**config.mk**
```make
export PLATFORM = sky130hd
export DESIGN_NAME = eipm_top
export DESIGN_NICKNAME = d
export VERILOG_FILES = /design/src/inc/eipm_pkg.sv /design/src/core/eipm_top.sv
export SDC_FILE = /design/constraint.sdc
export NUM_CORES = 1
export LEC_CHECK = 0
export BUFFER_PORTS_ARGS = -buffer_cell sky130_fd_sc_hd__clkbuf_2
export CORE_AREA = 2 2 99 101
export CTS_BUF_LIST = sky130_fd_sc_hd__clkbuf_4
export DETAILED_ROUTE_END_ITERATION = 8
export DIE_AREA = 0 0 101 103
export PLACE_DENSITY = 0.81
export SYNTH_ARGS = -nofsm -noshare
export SYNTH_HDL_FRONTEND = slang
export SYNTH_SLANG_ARGS = --single-unit
```
**constraint.sdc**
```tcl
create_clock -name mclk_i -period 2.8 [get_ports mclk_i]
set_input_delay 0.56 -clock mclk_i [delete_from_list [all_inputs] [get_ports mclk_i]]
set_output_delay 0.56 -clock mclk_i [all_outputs]
set_load 0.05 [all_outputs]
```
**src/inc/eipm_pkg.sv**
```systemverilog
/*
 * Constants, register map and state types for the external interrupt and
 * power mode controller.
 * Assumes an AHB-Lite master with 32-bit single word transfers.
 */
package eipm_pkg;

   // ==========================================================
   // Register map (byte addresses)
   localparam logic [7:0] EIPM_SENS_OFF     = 8'h00;
   localparam logic [7:0] EIPM_PSEL_OFF     = 8'h04;
   localparam logic [7:0] EIPM_CTRL_OFF     = 8'h08;
   localparam logic [7:0] EIPM_STAT_OFF     = 8'h0C;
   localparam logic [7:0] EIPM_CMD_OFF      = 8'h10;

   // ==========================================================
   // Reset values
   localparam logic [7:0] EIPM_SENS_RST     = 8'h00;
   localparam logic [7:0] EIPM_PSEL_RST     = 8'h0C;
   localparam logic [7:0] EIPM_PIN_IDLE     = 8'hFF;

   // ==========================================================
   // Control register bits
   localparam int EIPM_CTRL_SLOW_BIT        = 0;
   localparam int EIPM_CTRL_AH_EN_BIT       = 1;
   localparam int EIPM_CTRL_AWU_BIT         = 2;
   localparam int EIPM_CTRL_WDG_EN_BIT      = 3;
   localparam int EIPM_CTRL_WDGHLT_BIT      = 4;
   localparam int EIPM_CTRL_PLL_BIT         = 5;
   localparam int EIPM_CTRL_LONG_BIT        = 6;

   // Command register bits
   localparam int EIPM_CMD_WAIT_BIT         = 0;
   localparam int EIPM_CMD_HALT_BIT         = 1;
   localparam int EIPM_CMD_SETI_BIT         = 2;
   localparam int EIPM_CMD_CLRI_BIT         = 3;
   localparam int EIPM_CMD_ACK_BIT          = 4;
   localparam int EIPM_CMD_RET_BIT          = 5;

   // ==========================================================
   // Sensitivity codes
   localparam logic [1:0] EIPM_SENS_FALL_LOW = 2'h0;
   localparam logic [1:0] EIPM_SENS_RISE     = 2'h1;
   localparam logic [1:0] EIPM_SENS_FALL     = 2'h2;
   localparam logic [1:0] EIPM_SENS_BOTH     = 2'h3;

   // ==========================================================
   // Timing
   localparam int EIPM_CLK_MHZ       = 10;
   localparam int EIPM_OSC_SHORT_CYC = 256;
   localparam int EIPM_OSC_LONG_CYC  = 4096;
   localparam int EIPM_PLL_START_US  = 2;
   localparam int EIPM_PLL_START_CYC = EIPM_PLL_START_US * EIPM_CLK_MHZ;
   localparam int EIPM_SLOW_DIV      = 32;
   localparam int EIPM_NORM_DIV      = 2;

   // ==========================================================
   // Power modes
   typedef enum logic [2:0] {
      EIPM_RUN       = 3'b000,
      EIPM_WAIT      = 3'b001,
      EIPM_SLOW_WAIT = 3'b010,
      EIPM_HALT      = 3'b011,
      EIPM_STARTUP   = 3'b100,
      EIPM_PLL_WAIT  = 3'b101
   } eipm_mode_e;

endpackage : eipm_pkg

```
**src/core/eipm_top.sv**
```systemverilog
/*
 * External interrupt sensitivity, pin routing and power mode sequencing.
 * Assumes port pins are asynchronous and synchronised here; the CPU
 * reports service entry and return through the command register.
 */
`timescale 1ns/100ps

// Summary of operation
// - Sensitivity register holds four 2-bit fields, line 3 at top.
// - Codes: 00 fall+low, 01 rise, 10 fall, 11 both edges.
// - Sensitivity writes take effect only while interrupt mask is set.
// - Sensitivity register resets to zero.
// - Line 3 comes from port B bit 0, 1 or 2.
// - Line 2 comes from port B bit 3, 4, 5 or 6.
// - Port B bit 4 as line 2 cannot wake from HALT.
// - Line 1 comes from port A bit 4 to 7, reset 7.
// - Line 0 comes from port A bit 0 to 3, reset 0.
// - Pin select register is read/write, resets to 0x0C.
// - After reset run mode, clock at oscillator divided by two.
// - Slow select divides oscillator by 32; clear restores normal.
// - Wait entered in slow mode becomes slow-wait with reduced clock.
// - Wait stops CPU clock only; peripherals keep running.
// - Wait clears mask; stays until interrupt or reset.
// - Halt only when active-halt off and auto-wake disabled.
// - Halt wake restarts oscillator and waits 256 or 4096 cycles.
// - Halt forces mask to 0; pending interrupt wakes at once.
// - Halt stops oscillator and all CPU and peripheral clocks.
// - Halt with watchdog enabled may give watchdog reset instead.
// - Entering service sets mask; return restores saved mask.
// - With PLL enabled, clock returns after PLL startup delay.
// - Edge requests latch until service entry clears them.
module eipm_top
   import eipm_pkg::*;
#(
   parameter int OSC_LONG_CYC = EIPM_OSC_LONG_CYC
) (
   // Clock and reset
   input  wire logic        mclk_i,
   input  wire logic        rst_n_i,
   // AHB-Lite slave
   input  wire logic        hsel_i,
   input  wire logic [31:0] haddr_i,
   input  wire logic [1:0]  htrans_i,
   input  wire logic        hwrite_i,
   input  wire logic [2:0]  hsize_i,
   input  wire logic [31:0] hwdata_i,
   input  wire logic        hready_i,
   output logic      [31:0] hrdata_o,
   output logic             hreadyout_o,
   output logic             hresp_o,
   // Port pins
   input  wire logic [7:0]  port_a_i,
   input  wire logic [7:0]  port_b_i,
   // Interrupt and clock controls
   output logic      [3:0]  ext_irq_req_o,
   output logic             irq_mask_o,
   output logic             cpu_clk_en_o,
   output logic             periph_clk_en_o,
   output logic             osc_on_o,
   output logic             wdg_reset_o
);

   // ==========================================================
   // State
   typedef struct packed {
      logic [7:0]  sens;
      logic [7:0]  psel;
      logic [6:0]  ctrl;
      logic        imask;
      logic        imask_saved;
      logic [7:0]  pa_s1;
      logic [7:0]  pa_s2;
      logic [7:0]  pb_s1;
      logic [7:0]  pb_s2;
      logic [3:0]  line_prev;
      logic [3:0]  pend;
      eipm_mode_e  mode;
      logic [12:0] cnt;
      logic [4:0]  div;
      logic        cpu_en;
      logic        per_en;
      logic        osc_on;
      logic        wdg_rst;
      logic        dp_wr;
      logic [7:0]  dp_addr;
      logic [31:0] rdata;
   } eipm_state_s;

   eipm_state_s st_ff;
   eipm_state_s nxt_st;

   // ==========================================================
   // Decoding used for every line
   function automatic logic line_sel(input logic [7:0] pins,
                                     input logic [1:0] base,
                                     input logic [1:0] code);
      logic [2:0] idx;
      idx = {1'b0, base} + {1'b0, code};
      line_sel = pins[idx];
   endfunction : line_sel

   function automatic logic trig(input logic [1:0] mode,
                                 input logic       now,
                                 input logic       prev);
      logic rise;
      logic fall;
      rise = now & ~prev;
      fall = ~now & prev;
      case (mode)
         EIPM_SENS_FALL_LOW: trig = fall | ~now;
         EIPM_SENS_RISE:     trig = rise;
         EIPM_SENS_FALL:     trig = fall;
         default:            trig = rise | fall;
      endcase
   endfunction : trig

   function automatic logic [1:0] sens_of(input logic [7:0] sens,
                                          input int         idx);
      sens_of = sens[2*idx+1 -: 2];
   endfunction : sens_of

   // ==========================================================
   // Routed lines
   logic [3:0] line_now;
   logic [3:0] halt_ok;
   logic [3:0] edge_hit;

   always_comb begin
      line_now[0] = line_sel(st_ff.pa_s2, 2'h0, st_ff.psel[1:0]);
      line_now[1] = line_sel({4'h0, st_ff.pa_s2[7:4]}, 2'h0,
                             st_ff.psel[3:2]);
      line_now[2] = (st_ff.psel[5:4] == 2'h0) ? st_ff.pb_s2[3] :
                    line_sel({4'h0, st_ff.pb_s2[7:4]}, 2'h0,
                             st_ff.psel[5:4] - 2'h1);
      // Code 11 is reserved and treated as bit 0
      line_now[3] = (st_ff.psel[7:6] == 2'h3) ? st_ff.pb_s2[0] :
                    line_sel(st_ff.pb_s2, 2'h0, st_ff.psel[7:6]);
      halt_ok = 4'hF;
      if (st_ff.psel[5:4] == 2'h1) begin
         halt_ok[2] = 1'b0;
      end
   end

   genvar g;
   generate
      for (g = 0; g < 4; g++) begin : g_line
         assign edge_hit[g] = trig(sens_of(st_ff.sens, g),
                                   line_now[g], st_ff.line_prev[g]);
      end
   endgenerate

   // ==========================================================
   // Bus decode
   logic ap_valid;
   logic [3:0] level_act;
   logic [3:0] req;

   assign ap_valid = hsel_i & hready_i & htrans_i[1];

   always_comb begin
      nxt_st = st_ff;
      nxt_st.pa_s1 = port_a_i;
      nxt_st.pa_s2 = st_ff.pa_s1;
      nxt_st.pb_s1 = port_b_i;
      nxt_st.pb_s2 = st_ff.pb_s1;
      nxt_st.line_prev = line_now;
      nxt_st.wdg_rst = 1'b0;

      // Edge requests stay latched until service entry; level mode is live
      for (int i = 0; i < 4; i++) begin
         level_act[i] = (sens_of(st_ff.sens, i) == EIPM_SENS_FALL_LOW)
                        & ~line_now[i];
      end
      req = st_ff.pend | level_act;

      // Bus address phase
      nxt_st.dp_wr = ap_valid & hwrite_i;
      nxt_st.dp_addr = haddr_i[7:0];
      if (ap_valid & ~hwrite_i) begin
         case (haddr_i[7:0])
            EIPM_SENS_OFF: nxt_st.rdata = {24'h0, st_ff.sens};
            EIPM_PSEL_OFF: nxt_st.rdata = {24'h0, st_ff.psel};
            EIPM_CTRL_OFF: nxt_st.rdata = {25'h0, st_ff.ctrl};
            EIPM_STAT_OFF: nxt_st.rdata = {19'h0, req, st_ff.imask,
                                           1'b0, st_ff.mode, st_ff.pend};
            default:       nxt_st.rdata = 32'h0;
         endcase
      end

      // Service entry clears all four latched edge requests first
      if (st_ff.dp_wr && st_ff.dp_addr == EIPM_CMD_OFF
          && hwdata_i[EIPM_CMD_ACK_BIT]) begin
         nxt_st.pend = 4'h0;
         nxt_st.imask_saved = st_ff.imask;
         nxt_st.imask = 1'b1;
      end
      // New edges win over the clear
      for (int i = 0; i < 4; i++) begin
         if (edge_hit[i] && sens_of(st_ff.sens, i) != EIPM_SENS_FALL_LOW)
            nxt_st.pend[i] = 1'b1;
      end

      // Register writes
      if (st_ff.dp_wr) begin
         case (st_ff.dp_addr)
            EIPM_SENS_OFF: begin
               if (st_ff.imask) begin
                  nxt_st.sens = hwdata_i[7:0];
               end
            end
            EIPM_PSEL_OFF: nxt_st.psel = hwdata_i[7:0];
            EIPM_CTRL_OFF: nxt_st.ctrl = hwdata_i[6:0];
            EIPM_CMD_OFF: begin
               if (hwdata_i[EIPM_CMD_SETI_BIT]) nxt_st.imask = 1'b1;
               if (hwdata_i[EIPM_CMD_CLRI_BIT]) nxt_st.imask = 1'b0;
               if (hwdata_i[EIPM_CMD_RET_BIT]) begin
                  nxt_st.imask = st_ff.imask_saved;
               end
               if (hwdata_i[EIPM_CMD_WAIT_BIT]
                   && st_ff.mode == EIPM_RUN) begin
                  nxt_st.imask = 1'b0;
                  nxt_st.mode = st_ff.ctrl[EIPM_CTRL_SLOW_BIT] ?
                                EIPM_SLOW_WAIT : EIPM_WAIT;
               end else if (hwdata_i[EIPM_CMD_HALT_BIT]
                            && st_ff.mode == EIPM_RUN) begin
                  if (st_ff.ctrl[EIPM_CTRL_WDG_EN_BIT]
                      && !st_ff.ctrl[EIPM_CTRL_WDGHLT_BIT]) begin
                     nxt_st.wdg_rst = 1'b1;
                  end else if (!st_ff.ctrl[EIPM_CTRL_AH_EN_BIT]
                               && !st_ff.ctrl[EIPM_CTRL_AWU_BIT]) begin
                     nxt_st.imask = 1'b0;
                     nxt_st.mode = EIPM_HALT;
                  end
               end
            end
            default: ;
         endcase
      end

      // Power mode sequencing
      nxt_st.cnt = st_ff.cnt + 13'h1;
      case (st_ff.mode)
         EIPM_RUN: nxt_st.cnt = 13'h0;
         EIPM_WAIT, EIPM_SLOW_WAIT: begin
            if (|req) nxt_st.mode = EIPM_RUN;
            nxt_st.cnt = 13'h0;
         end
         EIPM_HALT: begin
            nxt_st.cnt = 13'h0;
            // A pending request not blocked by halt_ok leaves at once, even one from before
            if (|(req & halt_ok)) nxt_st.mode = EIPM_STARTUP;
         end
         EIPM_STARTUP: begin
            if (st_ff.cnt == (st_ff.ctrl[EIPM_CTRL_LONG_BIT] ?
                              13'(OSC_LONG_CYC - 1) :
                              13'(EIPM_OSC_SHORT_CYC - 1))) begin
               nxt_st.cnt = 13'h0;
               nxt_st.mode = st_ff.ctrl[EIPM_CTRL_PLL_BIT] ?
                             EIPM_PLL_WAIT : EIPM_RUN;
            end
         end
         EIPM_PLL_WAIT: begin
            if (st_ff.cnt == 13'(EIPM_PLL_START_CYC - 1)) begin
               nxt_st.mode = EIPM_RUN;
            end
         end
         default: nxt_st.mode = EIPM_RUN;
      endcase

      // Clock divider: one enable pulse per divide period
      if (st_ff.div == 5'(((st_ff.ctrl[EIPM_CTRL_SLOW_BIT])
                          ? EIPM_SLOW_DIV : EIPM_NORM_DIV) - 1)
          || st_ff.div >= 5'(EIPM_SLOW_DIV - 1)) begin
         nxt_st.div = 5'h0;
      end else begin
         nxt_st.div = st_ff.div + 5'h1;
      end
      nxt_st.osc_on = (nxt_st.mode != EIPM_HALT);
      nxt_st.per_en = (nxt_st.div == 5'h0) && nxt_st.osc_on
                      && nxt_st.mode != EIPM_STARTUP
                      && nxt_st.mode != EIPM_PLL_WAIT;
      nxt_st.cpu_en = nxt_st.per_en && nxt_st.mode == EIPM_RUN;
   end

   // ==========================================================
   // Registers
   always_ff @(posedge mclk_i) begin
      if (!rst_n_i) begin
         st_ff <= '0;
         st_ff.sens <= EIPM_SENS_RST;
         st_ff.psel <= EIPM_PSEL_RST;
         st_ff.imask <= 1'b1;
         st_ff.mode <= EIPM_RUN;
         st_ff.osc_on <= 1'b1;
         // Pins idle high; starting low would show a false edge after reset
         st_ff.pa_s1 <= EIPM_PIN_IDLE;
         st_ff.pa_s2 <= EIPM_PIN_IDLE;
         st_ff.pb_s1 <= EIPM_PIN_IDLE;
         st_ff.pb_s2 <= EIPM_PIN_IDLE;
         st_ff.line_prev <= EIPM_PIN_IDLE[3:0];
      end else begin
         st_ff <= nxt_st;
      end
   end

   // ==========================================================
   // Outputs
   assign hrdata_o = st_ff.rdata;
   assign hreadyout_o = 1'b1;
   assign hresp_o = 1'b0;
   assign ext_irq_req_o = st_ff.pend;
   assign irq_mask_o = st_ff.imask;
   assign cpu_clk_en_o = st_ff.cpu_en;
   assign periph_clk_en_o = st_ff.per_en;
   assign osc_on_o = st_ff.osc_on;
   assign wdg_reset_o = st_ff.wdg_rst;

endmodule : eipm_top

```
== Word-level counts from Yosys, hierarchy flattened ==
Index checks and enable logic that the tools add are counted.

* Add/subtract/negate cells: 4
* Order comparisons: 5
* Equality and inequality tests: 27
* Muxes and demuxes: 49
* Bitwise gates (word level): 39
* Reductions and logical operators: 44

{| class="wikitable"
|+ Operators by type and width
! kind !! number
|-
| $pmux 13 s4 || 1
|-
| $mux 3 || 10
|-
| $pmux 13 s2 || 1
|-
| $eq 8x4->1 const B || 3
|-
| $mux 1 || 21
|-
| $and 1x1->1 || 16
|-
| $eq 8x3->1 const B || 2
|-
| $logic_not 8->1 || 2
|-
| $lt 2x4->1 const B || 4
|-
| $mux 16 || 1
|-
| $reduce_bool 2->1 || 8
|-
| $pmux 3 s5 || 1
|-
| $logic_and 1x1->1 || 14
|-
| $add 13x1->13 const B || 1
|-
| $eq 13x12->1 || 1
|-
| $eq 13x5->1 const B || 1
|-
| $not 1->1 || 13
|-
| $mux 12 || 1
|-
| $pmux 1 s3 || 4
|-
| $reduce_or 4->1 || 3
|-
| $eq 2x1->1 const B || 5
|-
| $eq 2x2->1 const B || 5
|-
| $logic_not 2->1 || 5
|-
| $bmux 1 s2 || 4
|-
| other kinds (25) || 41
|}

* Bits in registers: 131
* Input port bits: 90
* Output and inout port bits: 43
* Word-level logic and storage cells: 192

== Depth between registers and ports, before layout ==
* Depth in word-level cells: 16
* Mapped depth: 8
* Mapped depth without buffers: 8

== Worst setup path before layout ==
OpenSTA, ideal clock, no wires.

* Kind: register to register
* Start: register st_ff[125] (netlist bit)
* End: register st_ff, in the netlist osc_on_o
* Library setup time: 136 ps
* Data arrival time: 2,017 ps
* Data required time: 2,664 ps
* Slack: 646 ps
* Stages on the path, launching flop included: 9
* Path buffers: 0
* Period minus slack after synthesis: 2,154 ps
* Cell sequence: dfxtp_1 > inv_1 > ha_1 > nor2b_1 > a221o_1 > a2111oi_4 > a221oi_4 > nor4_4 > nand3_1

* Cells in the longest elaborated chain, start to end: 8

{| class="wikitable"
|+ RTL lines
! item !! line !! RTL
|-
| start, declared || eipm_top.sv:89 || <nowiki>eipm_state_s st_ff;</nowiki>
|-
| start signal, assigned || eipm_top.sv:302 || <nowiki>st_ff <= nxt_st;</nowiki>
|-
| $logic_not 2->1 * || eipm_top.sv:171 || <nowiki>level_act[i] = (sens_of(st_ff.sens, i) == EIPM_SENS_FALL_LOW)</nowiki>
|-
| $and 1x1->1 * || eipm_top.sv:172 || <nowiki>& ~line_now[i];</nowiki>
|-
| $or 4x4->4 * || eipm_top.sv:174 || <nowiki>req = st_ff.pend | level_act;</nowiki>
|-
| $and 4x4->4 || eipm_top.sv:251 || <nowiki>if (|(req & halt_ok)) nxt_st.mode = EIPM_STARTUP;</nowiki>
|-
| $reduce_or 4->1 || eipm_top.sv:251 ||
|-
| $mux 3 || eipm_top.sv:251 ||
|-
| $pmux 3 s5 * || eipm_top.sv:242 || <nowiki>case (st_ff.mode)</nowiki>
|-
| $ne 3x2->1 * || eipm_top.sv:278 || <nowiki>nxt_st.osc_on = (nxt_st.mode != EIPM_HALT);</nowiki>
|}

Mark *: on every way between the ends. The rest lies on a longest branch, timed or not.
A chain may end at the register's enable or synchronous reset.

== Final worst setup path ==
Same ends and word-level chain as after synthesis.

==> flow_summary.yaml <==
worst_setup_path:
  path_cells: "inv_1, ha_1, nor2b_1, a221o_1, a2111oi_4, a221oi_4, nor3b_1, nand3_1"
  required_ns: 3.16
  cp_max_fo: 4
  reg2reg_slack_ns: 0.27
  cp_top_family: "compound AO/OA/AOI/OAI gates"
  path_buf_inv: 1
  cp_slowest_cell: "a2111oi_4"
  cp.arrival_ns: 2.89
  endpoint_kind: "flip-flop"
  crit_type: "reg2reg"
  startpoint_type: "flip-flop"
  max_stage_delay_ns: 0.51
synthesis:
  netlist_instances: 510
  synth_edf_count: 0
  synth_top_area_frac: 0.447
  synth_cell_types: 58
  synth_most_common_cell: "dfxtp_1"
  yosysWarnings: 0
  ys_seq_area_frac: 0.447
  postSynth.asyncResetShare: 0
  syn_area_um2: 5020
  synth_top_area_cell: "dfxtp_1"
  synth_seq_cells: 112
  syn_avg_cell_area_um2: 9.84
  synth_area_leaders: "dfxtp_1 (45%), mux2i_1 (6.2%), buf_4 (5.7%), nor2_1 (4.9%), nand2b_1 (4.6%)"
  synth_commonest_cells: "dfxtp_1 (112), nor2_1 (66), buf_4 (38)"
  synth_flop_cell: "dfxtp_1"
status:
  status: "finished clean"
route:
  dr.max_layer_used: "met4"
  dr_wl_met3_um: 588
  drtIter0Drc: 171
  wl_met1_mm: 4.32
  wl_met2_mm: 4.78
  dr.pass1.iters: 5
  routed_via_density: 5.43
  remaining_drc_errors: 0
  dr_total_vias: 3619
  routed_wl_mm: 9.87
  post_drt_wl_per_cell_um: 14.8
  antenna_left: 0
clocking:
  post_cts_buffers: 0
  htree_levels: 3
  clockBufferDepth: 2
  clk_latency_ns: 0.48
  cts_made_buffers: 9
  clock-sinks: 112
  cts_root_buf: "clkbuf_4"
  cts_tree: "built"
  cts_resized: 0
  clk_pin_slew_ns: 0.18
  postCtsHoldBufs: 0
sta:
  fin_crit_sh: 0.905
  maxSlewHeadroom: 0.559
  layout_setup_ws_ns: 0.267
  tightest_slew_ns: 0.659
  skew_ns: 0.0210
  tns_ns: 0
  post-route-min-period_ns: 2.53
  fmax_ghz: 0.395
  finalMaxSlewViolations: 0
  setup_viol: 0
  whs_ns: 0.238
  finalHoldViolations: 0
  rsz0062_at_grt: "no"
final_layout:
  areaGrowthSynthToFinish_pct: 6.51
  drive_gt1_frac: 0.183
  final_cell_area_um2: 5340
  fillCellCount: 833
  fin_nets: 655
  multi_input_area_um2: 2410
  regArea_um2: 2240
global_route:
  grt_overflow: 0
  grt_pass1_vias: 3488
  grt_pass1_wl_mm: 16.2
  grt_max_degree: 41
  antenna_found_initial: 0
  gr-usage-all-layers: 0.201
placement:
  dp_hpwl_mm: 7.39
  placed_area_um2: 5210
  gp_congestion: 0.853
  place.port_buffers: 59
  preCtsSetupSlack_ns: 0.348
pwr:
  peakVddDrop_mv: 0.327
  powerDensity_nw_per_um2: 498
  p_leak_nw: 2.24
floorplanning:
  design.core.area_um2: 9460
  die_area_um2: 10400
  rows: 36
  start_util: 0.530
  die-width_um: 101
  io-pin-count: 133
  dieHeight_um: 103
run:
  max-cap-violations: 0
min_path:
  hp-class: "in2reg"
==> cell type report <==
class                   count  area share
flip-flops and latches    112       0.420
clock buffers               9      0.0126
inverters                  20      0.0140
clock inverters             6      0.0112
repair buffers             65      0.0637
well taps                 114      0.0267
diodes                      1    0.000468
multi-input cells         340       0.452
==> layer usage <==
metal	vias to the layer above	track usage
met2	120	0.346
li1	1757	-
met4	0	0.0780
met3	20	0.0481
met1	1722	0.245
met5	-	0
==> kinds of logic after synthesis <==
kind of cell	after synthesis	synth area share
and+or+nand+nor	196	0.209
DFF	112	0.447
buffers and inverters	77	0.0875
AOI/OAI and AO/OA	51	0.0843
muxes	42	0.106
adders and majority gates	17	0.0424
xor gates and xnor gates	13	0.0227
other	2	0.00150
==> registers in the layout (all words and copies together), names as in the netlist, 4 cells and up <==
signal	count
st_ff	74
nxt_st	16
hrdata_o	13
ext_irq_req_o	4
==> final timing paths <==
| path | cells after the start | end | from |
|---|---|---|---|
| min | 2 | nxt_st[76] | port_b_i[2] |
| max | 8 | osc_on_o | st_ff[125] |
| min reg2reg | 1 | st_ff[75] | nxt_st[75] |
| max reg2reg | 8 | osc_on_o | st_ff[125] |
==> cells in the final DEF (no fill, tap or decap), types with 12 or more instances in the layout <==
master      n
and2_1     12
mux2i_1    31
ha_1       17
a22oi_1    14
clkbuf_2   59
nor2_1     66
dfxtp_1   112
inv_1      20
conb_1     21
nand3_1    17
nand2b_1   37
nand2_1    21
==> through the flow <==
step           total power (W)  std cells  utilization
2_1_floorplan          0.00189        529            -
3_3_place_gp           0.00192        651        0.551
3_5_place_dp           0.00193        651        0.551
4_1_cts                0.00268        666        0.565
5_1_grt                0.00277        666        0.565
6_report               0.00266        667        0.565
==> worst reg2reg max path: cells and delay by family (launching register included) <==
family,cells,cell delay (ns)
AOI/OAI and AO/OA,3,1.06
buffers and inverters,1,0.09
adders and majority gates,1,0.22
and+or+nand+nor,3,0.63
DFF,1,0.43
==> where the power goes <==
part | switching, W | internal [W] | leakage, nW
Clock | 0.000559 | 0.000205 | 0.0727
Combinational | 0.000168 | 0.0000767 | 1.25
Sequential | 0.0000174 | 0.00164 | 0.914
Total | 0.000744 | 0.00192 | 2.24
No activity file was read; power rests on OpenSTA's default activity.
